==> src/rtl/lslb_consts.svh <==
// Constants for the limit status latch bank
`ifndef LSLB_CONSTS_SVH
`define LSLB_CONSTS_SVH
`define LSLB_DW 8
`define LSLB_NCH 7
`define LSLB_NVOLT 4
`define LSLB_NTEMP 3
`define LSLB_IDXW 8
`define LSLB_IDX_RUN 8'h40
`define LSLB_IDX_STAT1 8'h41
`define LSLB_IDX_STAT2 8'h42
`define LSLB_IDX_VEN 8'h7e
`define LSLB_IDX_TEN 8'h82
`define LSLB_IDX_IRQST 8'h90
`define LSLB_IDX_IRQMSK 8'h91
`define LSLB_IDX_COND 8'h92
`define LSLB_BIT_RUN 0
`define LSLB_BIT_SUM 7
`define LSLB_RST_BYTE 8'h00
`define LSLB_RST_RUN 1'b0
`define LSLB_RST_CH 7'h00
`define LSLB_RST_VEN 4'h0
`define LSLB_RST_TEN 3'h0
`define LSLB_ADR_LO 2
`define LSLB_ADR_HI 9
`define LSLB_ADR_TOP_LO 10
`endif

==> src/rtl/lslb_pkg.sv <==
// Types for the limit status latch bank
package lslb_pkg;
  typedef struct packed {
    logic [7:0] reading;
    logic [7:0] low_limit;
    logic [7:0] high_limit;
  } lslb_meas_t;
  typedef logic [6:0] lslb_chan_t;
endpackage : lslb_pkg

==> src/rtl/lslb_top.sv <==
// Limit status latch bank with classic Wishbone register slave
// Notes on behaviour
// - Temp enables at 82h, voltage at 7Eh
// - Flag sets only when enabled and violated
// - Set flag holds until read or disable
// - Read clears flags whose condition has gone
// - Global enable never touches flags; group enables clear at update
// - Bit 7 shows any second-bank flag set
// - Status register ignores writes entirely
// - Disabled flag never rises from 0
// - Disabled set flag clears at next update
// - Updates happen only while run bit set
// - Voltage violated when at/below low, above high
// - Temperature violated when at/below low, above high
// - No flag set while monitoring stopped
`include "lslb_consts.svh"
`timescale 1ns/100ps
`default_nettype none
module lslb_top
  import lslb_pkg::*;
(
  input wire logic clk_i,
  input wire logic rst_i,
  input wire logic cyc_i,
  input wire logic stb_i,
  input wire logic we_i,
  input wire logic [31:0] adr_i,
  input wire logic [3:0] sel_i,
  input wire logic [31:0] dat_i,
  output logic [31:0] dat_o,
  output logic ack_o,
  input wire lslb_meas_t [`LSLB_NCH-1:0] meas_i,
  input wire lslb_chan_t meas_update_i,
  input wire logic [7:0] second_bank_flags_i,
  output logic second_bank_read_o,
  output logic monitor_run_o,
  output logic irq_o
);

  // Bus decode
  logic [`LSLB_IDXW-1:0] idx;
  logic top_zero;
  logic req;
  logic rd_req;
  logic wr_req;
  logic lane0;
  assign idx = adr_i[`LSLB_ADR_HI:`LSLB_ADR_LO];
  assign top_zero = (adr_i[31:`LSLB_ADR_TOP_LO] == 22'h000000);
  assign req = cyc_i && stb_i && !ack_o;
  assign rd_req = req && !we_i;
  assign wr_req = req && we_i && sel_i[0];
  assign lane0 = top_zero;

  logic hit_run;
  logic hit_stat1;
  logic hit_stat2;
  logic hit_ven;
  logic hit_ten;
  logic hit_irqst;
  logic hit_irqmsk;
  logic hit_cond;
  assign hit_run = lane0 && (idx == `LSLB_IDX_RUN);
  assign hit_stat1 = lane0 && (idx == `LSLB_IDX_STAT1);
  assign hit_stat2 = lane0 && (idx == `LSLB_IDX_STAT2);
  assign hit_ven = lane0 && (idx == `LSLB_IDX_VEN);
  assign hit_ten = lane0 && (idx == `LSLB_IDX_TEN);
  assign hit_irqst = lane0 && (idx == `LSLB_IDX_IRQST);
  assign hit_irqmsk = lane0 && (idx == `LSLB_IDX_IRQMSK);
  assign hit_cond = lane0 && (idx == `LSLB_IDX_COND);

  // Register write strobes
  logic wr_run;
  logic wr_ven;
  logic wr_ten;
  logic wr_msk;
  assign wr_run = wr_req && hit_run;
  assign wr_ven = wr_req && hit_ven;
  assign wr_ten = wr_req && hit_ten;
  assign wr_msk = wr_req && hit_irqmsk;

  // Control registers
  logic run;
  logic [`LSLB_NVOLT-1:0] volt_en;
  logic [`LSLB_NTEMP-1:0] temp_en;
  logic [`LSLB_NCH-1:0] irq_mask;
  logic next_run;
  logic [`LSLB_NVOLT-1:0] next_volt_en;
  logic [`LSLB_NTEMP-1:0] next_temp_en;
  logic [`LSLB_NCH-1:0] next_irq_mask;

  always_comb begin
    next_run = run;
    next_volt_en = volt_en;
    next_temp_en = temp_en;
    next_irq_mask = irq_mask;
    if (wr_run) begin
      next_run = dat_i[`LSLB_BIT_RUN];
    end
    if (wr_ven) begin
      next_volt_en = dat_i[`LSLB_NVOLT-1:0];
    end
    if (wr_ten) begin
      next_temp_en = dat_i[`LSLB_NTEMP-1:0];
    end
    if (wr_msk) begin
      next_irq_mask = dat_i[`LSLB_NCH-1:0];
    end
  end

  always_ff @(posedge clk_i) begin
    if (rst_i) begin
      run <= `LSLB_RST_RUN;
      volt_en <= `LSLB_RST_VEN;
      temp_en <= `LSLB_RST_TEN;
      irq_mask <= `LSLB_RST_CH;
    end else begin
      run <= next_run;
      volt_en <= next_volt_en;
      temp_en <= next_temp_en;
      irq_mask <= next_irq_mask;
    end
  end

  assign monitor_run_o = run;

  // Per-channel enable, update and violation
  lslb_chan_t chan_en;
  lslb_chan_t upd;
  lslb_chan_t viol;
  lslb_chan_t flag;
  lslb_chan_t cond;
  logic stat1_rd;
  logic stat2_rd;
  // Flag order follows the enable register layout
  assign chan_en = {temp_en, volt_en};
  assign upd = meas_update_i & {`LSLB_NCH{run}};
  assign stat1_rd = rd_req && hit_stat1;
  assign stat2_rd = rd_req && hit_stat2;

  genvar k;
  generate
    for (k = 0; k < `LSLB_NCH; k = k + 1) begin : g_ch
      logic [`LSLB_DW-1:0] rdg;
      logic [`LSLB_DW-1:0] lo;
      logic [`LSLB_DW-1:0] hi;
      logic over;
      logic under;
      logic set_ev;
      logic off_clr;
      logic rd_clr;
      logic flag_bit;
      logic cond_bit;
      logic next_flag;
      logic next_cond;
      assign rdg = meas_i[k].reading;
      assign lo = meas_i[k].low_limit;
      assign hi = meas_i[k].high_limit;
      if (k < `LSLB_NVOLT) begin : g_volt
        // Supply readings compare unsigned
        assign under = rdg <= lo;
        assign over = rdg > hi;
      end else begin : g_temp
        // Temperatures compare as two's complement
        assign under = $signed(rdg) <= $signed(lo);
        assign over = $signed(rdg) > $signed(hi);
      end
      assign viol[k] = under || over;
      assign set_ev = upd[k] && chan_en[k] && viol[k];
      assign off_clr = upd[k] && !chan_en[k];
      assign rd_clr = stat1_rd && !cond_bit;

      // A set on the update beats a clearing read
      always_comb begin
        next_flag = flag_bit;
        next_cond = cond_bit;
        if (upd[k]) begin
          next_cond = viol[k];
        end
        if (set_ev) begin
          next_flag = 1'b1;
        end else if (off_clr) begin
          next_flag = 1'b0;
        end else if (rd_clr) begin
          next_flag = 1'b0;
        end
      end

      always_ff @(posedge clk_i) begin
        if (rst_i) begin
          flag_bit <= 1'b0;
          cond_bit <= 1'b0;
        end else begin
          flag_bit <= next_flag;
          cond_bit <= next_cond;
        end
      end

      assign flag[k] = flag_bit;
      assign cond[k] = cond_bit;
    end
  endgenerate

  // Interrupt status: rising flags are sticky events
  lslb_chan_t flag_q;
  lslb_chan_t irq_st;
  lslb_chan_t next_flag_q;
  lslb_chan_t next_irq_st;
  lslb_chan_t rise;
  logic irqst_rd;
  assign rise = flag & ~flag_q;
  assign irqst_rd = rd_req && hit_irqst;

  always_comb begin
    next_flag_q = flag;
    next_irq_st = irq_st;
    if (irqst_rd) begin
      next_irq_st = `LSLB_RST_CH;
    end
    // A rise in the same cycle wins over the clear
    next_irq_st = next_irq_st | rise;
  end

  always_ff @(posedge clk_i) begin
    if (rst_i) begin
      flag_q <= `LSLB_RST_CH;
      irq_st <= `LSLB_RST_CH;
    end else begin
      flag_q <= next_flag_q;
      irq_st <= next_irq_st;
    end
  end

  lslb_chan_t irq_pend;
  assign irq_pend = irq_st & irq_mask;
  assign irq_o = |irq_pend;

  // Read mux and acknowledge
  logic summary;
  logic [`LSLB_DW-1:0] rd_byte;
  logic [31:0] next_dat;
  logic next_ack;
  logic next_s2_rd;
  logic s2_rd;
  assign summary = |second_bank_flags_i;

  always_comb begin
    // Unmapped indices read as zero
    rd_byte = `LSLB_RST_BYTE;
    if (hit_run) begin
      rd_byte[`LSLB_BIT_RUN] = run;
    end
    if (hit_stat1) begin
      rd_byte[`LSLB_BIT_SUM] = summary;
      rd_byte[`LSLB_NCH-1:0] = flag;
    end
    if (hit_stat2) begin
      rd_byte = second_bank_flags_i;
    end
    if (hit_ven) begin
      rd_byte[`LSLB_NVOLT-1:0] = volt_en;
    end
    if (hit_ten) begin
      rd_byte[`LSLB_NTEMP-1:0] = temp_en;
    end
    if (hit_irqst) begin
      rd_byte[`LSLB_NCH-1:0] = irq_st;
    end
    if (hit_irqmsk) begin
      rd_byte[`LSLB_NCH-1:0] = irq_mask;
    end
    if (hit_cond) begin
      rd_byte[`LSLB_NCH-1:0] = cond;
    end
  end

  // Writes to status addresses only acknowledge
  always_comb begin
    // Every request is acknowledged one cycle later
    next_ack = req;
    next_dat = dat_o;
    next_s2_rd = stat2_rd;
    if (rd_req) begin
      next_dat = {24'h000000, rd_byte};
    end
  end

  always_ff @(posedge clk_i) begin
    if (rst_i) begin
      ack_o <= 1'b0;
      dat_o <= 32'h00000000;
      s2_rd <= 1'b0;
    end else begin
      ack_o <= next_ack;
      dat_o <= next_dat;
      s2_rd <= next_s2_rd;
    end
  end

  assign second_bank_read_o = s2_rd;

endmodule : lslb_top
`default_nettype wire

==> config.mk <==
export PLATFORM = sky130hd
export DESIGN_NAME = lslb_top
export DESIGN_NICKNAME = d
export VERILOG_FILES = /design/src/rtl/lslb_pkg.sv /design/src/rtl/lslb_top.sv
export VERILOG_INCLUDE_DIRS = /design/src /design/src/rtl
export SDC_FILE = /design/constraint.sdc
export NUM_CORES = 1
export LEC_CHECK = 0
export BUFFER_PORTS_ARGS = -buffer_cell sky130_fd_sc_hd__buf_2
export CAP_MARGIN = 0
export CORE_ASPECT_RATIO = 0.6
export CORE_MARGIN = 2
export CORE_UTILIZATION = 47
export CTS_CLUSTER_SIZE = 16
export DETAILED_ROUTE_END_ITERATION = 16
export PLACE_DENSITY = 0.94
export SYNTH_ARGS = -nofsm -noshare
export SYNTH_HDL_FRONTEND = slang
export SYNTH_SLANG_ARGS = --single-unit
==> constraint.sdc <==
create_clock -name clk_i -period 2.59 [get_ports clk_i]
set_input_delay 0.1295 -clock clk_i [delete_from_list [all_inputs] [get_ports clk_i]]
set_output_delay 0.1295 -clock clk_i [all_outputs]
set_load 0.1 [all_outputs]
==> impl_metrics.xml <==
<?xml version="1.0" encoding="UTF-8"?>
<metrics>
  <group name="outcome">
    <metric name="run_status" unit="">complete, no violations</metric>
  </group>
  <group name="detailed_routing">
    <metric name="wl_met3" unit="um">1676</metric>
    <metric name="viasPerCell" unit="">5.394</metric>
    <metric name="route.layer.met1.wl" unit="um">6998</metric>
    <metric name="drt_first_iter_violations" unit="">492</metric>
    <metric name="finalWirelength" unit="um">16240</metric>
    <metric name="route.met2.wl" unit="um">7305</metric>
    <metric name="drc_errors" unit="">0</metric>
    <metric name="drt_pre_antenna_iters" unit="">5</metric>
    <metric name="highest-signal-layer" unit="">met5</metric>
    <metric name="wl_per_cell" unit="um">15.02</metric>
    <metric name="drt.antenna.violating_nets" unit="">0</metric>
    <metric name="detailroute.via_count" unit="">5831</metric>
  </group>
  <group name="finish">
    <metric name="register_area" unit="um^2">1061</metric>
    <metric name="most-common-layout-cells" unit="">sky130_fd_sc_hd__buf_2, sky130_fd_sc_hd__inv_1, sky130_fd_sc_hd__ha_1, sky130_fd_sc_hd__dfxtp_1, sky130_fd_sc_hd__nor2_1</metric>
    <metric name="antenna-diode-count" unit="">0</metric>
    <metric name="layout.nets" unit="">1288</metric>
    <metric name="filler_cell_count" unit="">989</metric>
    <metric name="layout_commonest_cell" unit="">sky130_fd_sc_hd__buf_2</metric>
    <metric name="final_layout_size_suffix_gt1_frac" unit="">0.2986</metric>
    <metric name="multi_input_comb_area" unit="um^2">3844</metric>
    <metric name="area_delta_synth_final" unit="%">26.25</metric>
    <metric name="stdcell_count" unit="">1081</metric>
  </group>
  <group name="global_routing">
    <metric name="grt.overflow.total" unit="">0</metric>
    <metric name="global_route.usage.total" unit="">0.2464</metric>
    <metric name="grt_first_pass_wirelength" unit="um">25170</metric>
    <metric name="grt_antenna_before_repair" unit="">1</metric>
    <metric name="maximum_number_of_pins_on_one_net_before_global_route_repair" unit="">31</metric>
    <metric name="via_count_of_the_first_global_routing_pass" unit="">5515</metric>
  </group>
  <group name="timing">
    <metric name="final-setup-viol-count" unit="">0</metric>
    <metric name="rsz0062_at_grt" unit="">no</metric>
    <metric name="timing.setup.tns" unit="ns">0</metric>
    <metric name="hold_viol" unit="">0</metric>
    <metric name="slew_violations" unit="">0</metric>
    <metric name="minimum_clock_period_after_layout" unit="ns">1.959</metric>
    <metric name="max_clock_freq" unit="GHz">0.5104</metric>
    <metric name="tightest_slew" unit="ns">0.7115</metric>
    <metric name="finalCritPeriodShare" unit="">0.7565</metric>
    <metric name="fin_ws" unit="ns">0.6307</metric>
    <metric name="finalClockSkew" unit="ns">0.005810</metric>
    <metric name="maxSlewHeadroom" unit="">0.5134</metric>
  </group>
  <group name="yosys">
    <metric name="post_synth_xor_area_fraction" unit="">0</metric>
    <metric name="postSynth.asyncResetShare" unit="">0</metric>
    <metric name="yosys.area.top_type_share" unit="">0.2526</metric>
    <metric name="post_synth_fa_ha_maj_area_fraction" unit="">0.2526</metric>
    <metric name="combinational_family_with_the_most_area_after_synthesis" unit="">adder cells</metric>
    <metric name="ys_seq_area_frac" unit="">0.1912</metric>
    <metric name="synth-simple-area-share" unit="">0.1843</metric>
    <metric name="yosys-top-cells-area" unit="">sky130_fd_sc_hd__ha_1, sky130_fd_sc_hd__dfxtp_1, sky130_fd_sc_hd__inv_1, sky130_fd_sc_hd__buf_4, sky130_fd_sc_hd__a21oi_1</metric>
    <metric name="synthDominantAreaCellType" unit="">sky130_fd_sc_hd__ha_1</metric>
    <metric name="synth-compound-area-share" unit="">0.2127</metric>
    <metric name="post_synth_inst_count" unit="">679</metric>
    <metric name="synthDistinctLibCells" unit="">64</metric>
    <metric name="yosys_most_used_dff" unit="">sky130_fd_sc_hd__dfxtp_1</metric>
    <metric name="synth_enable_flop_cells" unit="">0</metric>
    <metric name="synth-warning-count" unit="">0</metric>
    <metric name="synth.ff_latch_count" unit="">53</metric>
    <metric name="syn_avg_cell_area" unit="um^2">8.171</metric>
    <metric name="netlist_area" unit="um^2">5548</metric>
    <metric name="mux_contribution_to_synthesized_area" unit="">0.02706</metric>
  </group>
  <group name="setup_path">
    <metric name="timing.critical_path.arrival" unit="ns">2.10</metric>
    <metric name="crit_path_top_delay_cell" unit="">sky130_fd_sc_hd__nor2_1</metric>
    <metric name="r2r.worst_path.cells" unit="">5</metric>
    <metric name="timing.critical_path.cells" unit="">nand3b_1 &gt; nor2_1 &gt; nand2_1 &gt; o221ai_1 &gt; o21ai_0</metric>
    <metric name="timing.critical_path.slowest_cell_delay" unit="ns">0.43</metric>
    <metric name="timing.critical_path.from_type" unit="">flop</metric>
    <metric name="crit_required" unit="ns">2.73</metric>
    <metric name="end_kind" unit="">flop</metric>
    <metric name="largest_driver_fanout_on_the_critical_path" unit="">7</metric>
    <metric name="timing.setup.critical_path_class" unit="">reg2reg</metric>
  </group>
  <group name="cts">
    <metric name="cts_max_path_buffers" unit="">2</metric>
    <metric name="tritoncts" unit="">built</metric>
    <metric name="cts_resized" unit="">0</metric>
    <metric name="clock-root-buffer" unit="">sky130_fd_sc_hd__clkbuf_16</metric>
    <metric name="cts.hold.buffers_added" unit="">0</metric>
    <metric name="htree_num_levels" unit="">2</metric>
    <metric name="clkLatencyLatePin" unit="ns">0.29</metric>
    <metric name="cts_buffers" unit="">5</metric>
    <metric name="cts_setup_buffers" unit="">0</metric>
    <metric name="clkSlewWorstSetupHoldPaths" unit="ns">0.07</metric>
    <metric name="num_clock_sinks" unit="">53</metric>
  </group>
  <group name="place">
    <metric name="io_buffer_count" unit="">237</metric>
    <metric name="placed_cells_incl_taps" unit="">1073</metric>
    <metric name="dp_hpwl" unit="um">13860</metric>
    <metric name="gp_congestion" unit="">0.9260</metric>
    <metric name="placement.setup.worst_slack" unit="ns">0.4262</metric>
  </group>
  <group name="die">
    <metric name="floorplan.initialDensity" unit="">0.4862</metric>
    <metric name="die_w" unit="um">144.3</metric>
    <metric name="coreArea" unit="um^2">11410</metric>
    <metric name="io_pins" unit="">292</metric>
    <metric name="die-height" unit="um">88.16</metric>
    <metric name="placementRows" unit="">30</metric>
    <metric name="dieArea" unit="um^2">12720</metric>
  </group>
  <group name="worst_hold_path">
    <metric name="hold_depth" unit="">3</metric>
    <metric name="worst_hold_path_type" unit="">in2reg</metric>
  </group>
  <group name="power">
    <metric name="worst_ir_drop_vdd" unit="uV">281.7</metric>
    <metric name="pwr_density_cell" unit="nW/um^2">337.4</metric>
    <metric name="static-leakage-power" unit="uW">0.003918</metric>
  </group>
  <group name="job">
    <metric name="drv_cap" unit="">0</metric>
  </group>
</metrics>
## path summary, 6_finish.rpt
path                  from          endpoint  slack (ns)
setup / recovery     ack_o  g_ch[5].flag_bit        0.63
hold / removal    dat_i[4]       irq_mask[4]        0.07
hold reg to reg   dat_o[7]          dat_o[7]        0.46
setup reg to reg     ack_o  g_ch[5].flag_bit        0.63
## stage by stage
step                      hold slack (ns)  total power [uW]    util  cell area [um^2]
after CTS                         0.07185              2358  0.6138              7004
after detailed placement           0.3676              1708  0.6013              6862
final                             0.07265              2363  0.6138              7004
after global placement             0.3613              1679  0.6013              6862
after global routing              0.07306              2499  0.6138              7004
after floorplan                    0.2127              1428       -              5634
## critical path, delay by kind of cell (launching register included)
kind,cells,cell delay [ns]
and+or+nand+nor,3,1.07
DFF,1,0.31
AOI/OAI and AO/OA,2,0.42
## report_power, final
| group | leakage, uW | switching (uW) | internal (uW) |
|---|---|---|---|
| sequential | 0.000428 | 3.42 | 820 |
| clock | 0.0000712 | 306 | 361 |
| combinational | 0.00342 | 534 | 339 |
| total | 0.00392 | 843 | 1520 |
## per-layer routing
layer  global-route usage  vias up
li1                     -     2876
met1               0.3288     2634
met2               0.4208      284
met3              0.05085       35
met4              0.04325        2
met5                    0        -
## sequential cells by signal, summed over array words and instances (netlist names)
| register | flops |
|---|---|
| ack_o | 1 |
| g_ch.flag_bit | 7 |
| g_ch.cond_bit | 7 |
| volt_en | 4 |
| flag_q | 7 |
| irq_mask | 7 |
| dat_o | 8 |
| monitor_run_o | 1 |
| irq_st | 7 |
| temp_en | 3 |
| second_bank_read_o | 1 |
## cells in the mapped netlist, types with 10 or more instances
library cell / instances
sky130_fd_sc_hd__inv_1: 132
sky130_fd_sc_hd__ha_1: 112
sky130_fd_sc_hd__dfxtp_1: 53
sky130_fd_sc_hd__nor2_1: 37
sky130_fd_sc_hd__a21oi_1: 31
sky130_fd_sc_hd__buf_4: 24
sky130_fd_sc_hd__nand2_1: 23
sky130_fd_sc_hd__nand3_1: 20
sky130_fd_sc_hd__a21o_1: 18
sky130_fd_sc_hd__nor2b_1: 17
sky130_fd_sc_hd__o21ai_0: 17
sky130_fd_sc_hd__mux2i_1: 15
sky130_fd_sc_hd__a221oi_1: 11
sky130_fd_sc_hd__a22o_1: 11
sky130_fd_sc_hd__nand4_1: 11
sky130_fd_sc_hd__and3_1: 10
## area by class of cell
class | instances | area share
Inverter | 132 | 0.07074
Multi-Input combinational cell | 481 | 0.5488
Timing Repair Buffer | 247 | 0.1801
Clock inverter | 2 | 0.001965
Tap cell | 160 | 0.02858
Sequential cell | 53 | 0.1515
Clock buffer | 6 | 0.01840
## cell families (layout without fill, tap and decap cells)
| group | Yosys count | after routing |
|---|---|---|
| compound gates | 164 | 164 |
| simple gates | 166 | 166 |
| fa+ha+maj | 112 | 112 |
| flops | 53 | 53 |
| buf+inv | 168 | 387 |
| other cells | 1 | 24 |
| mux | 15 | 15 |
Note: power is estimated with default switching activity, not from simulation.
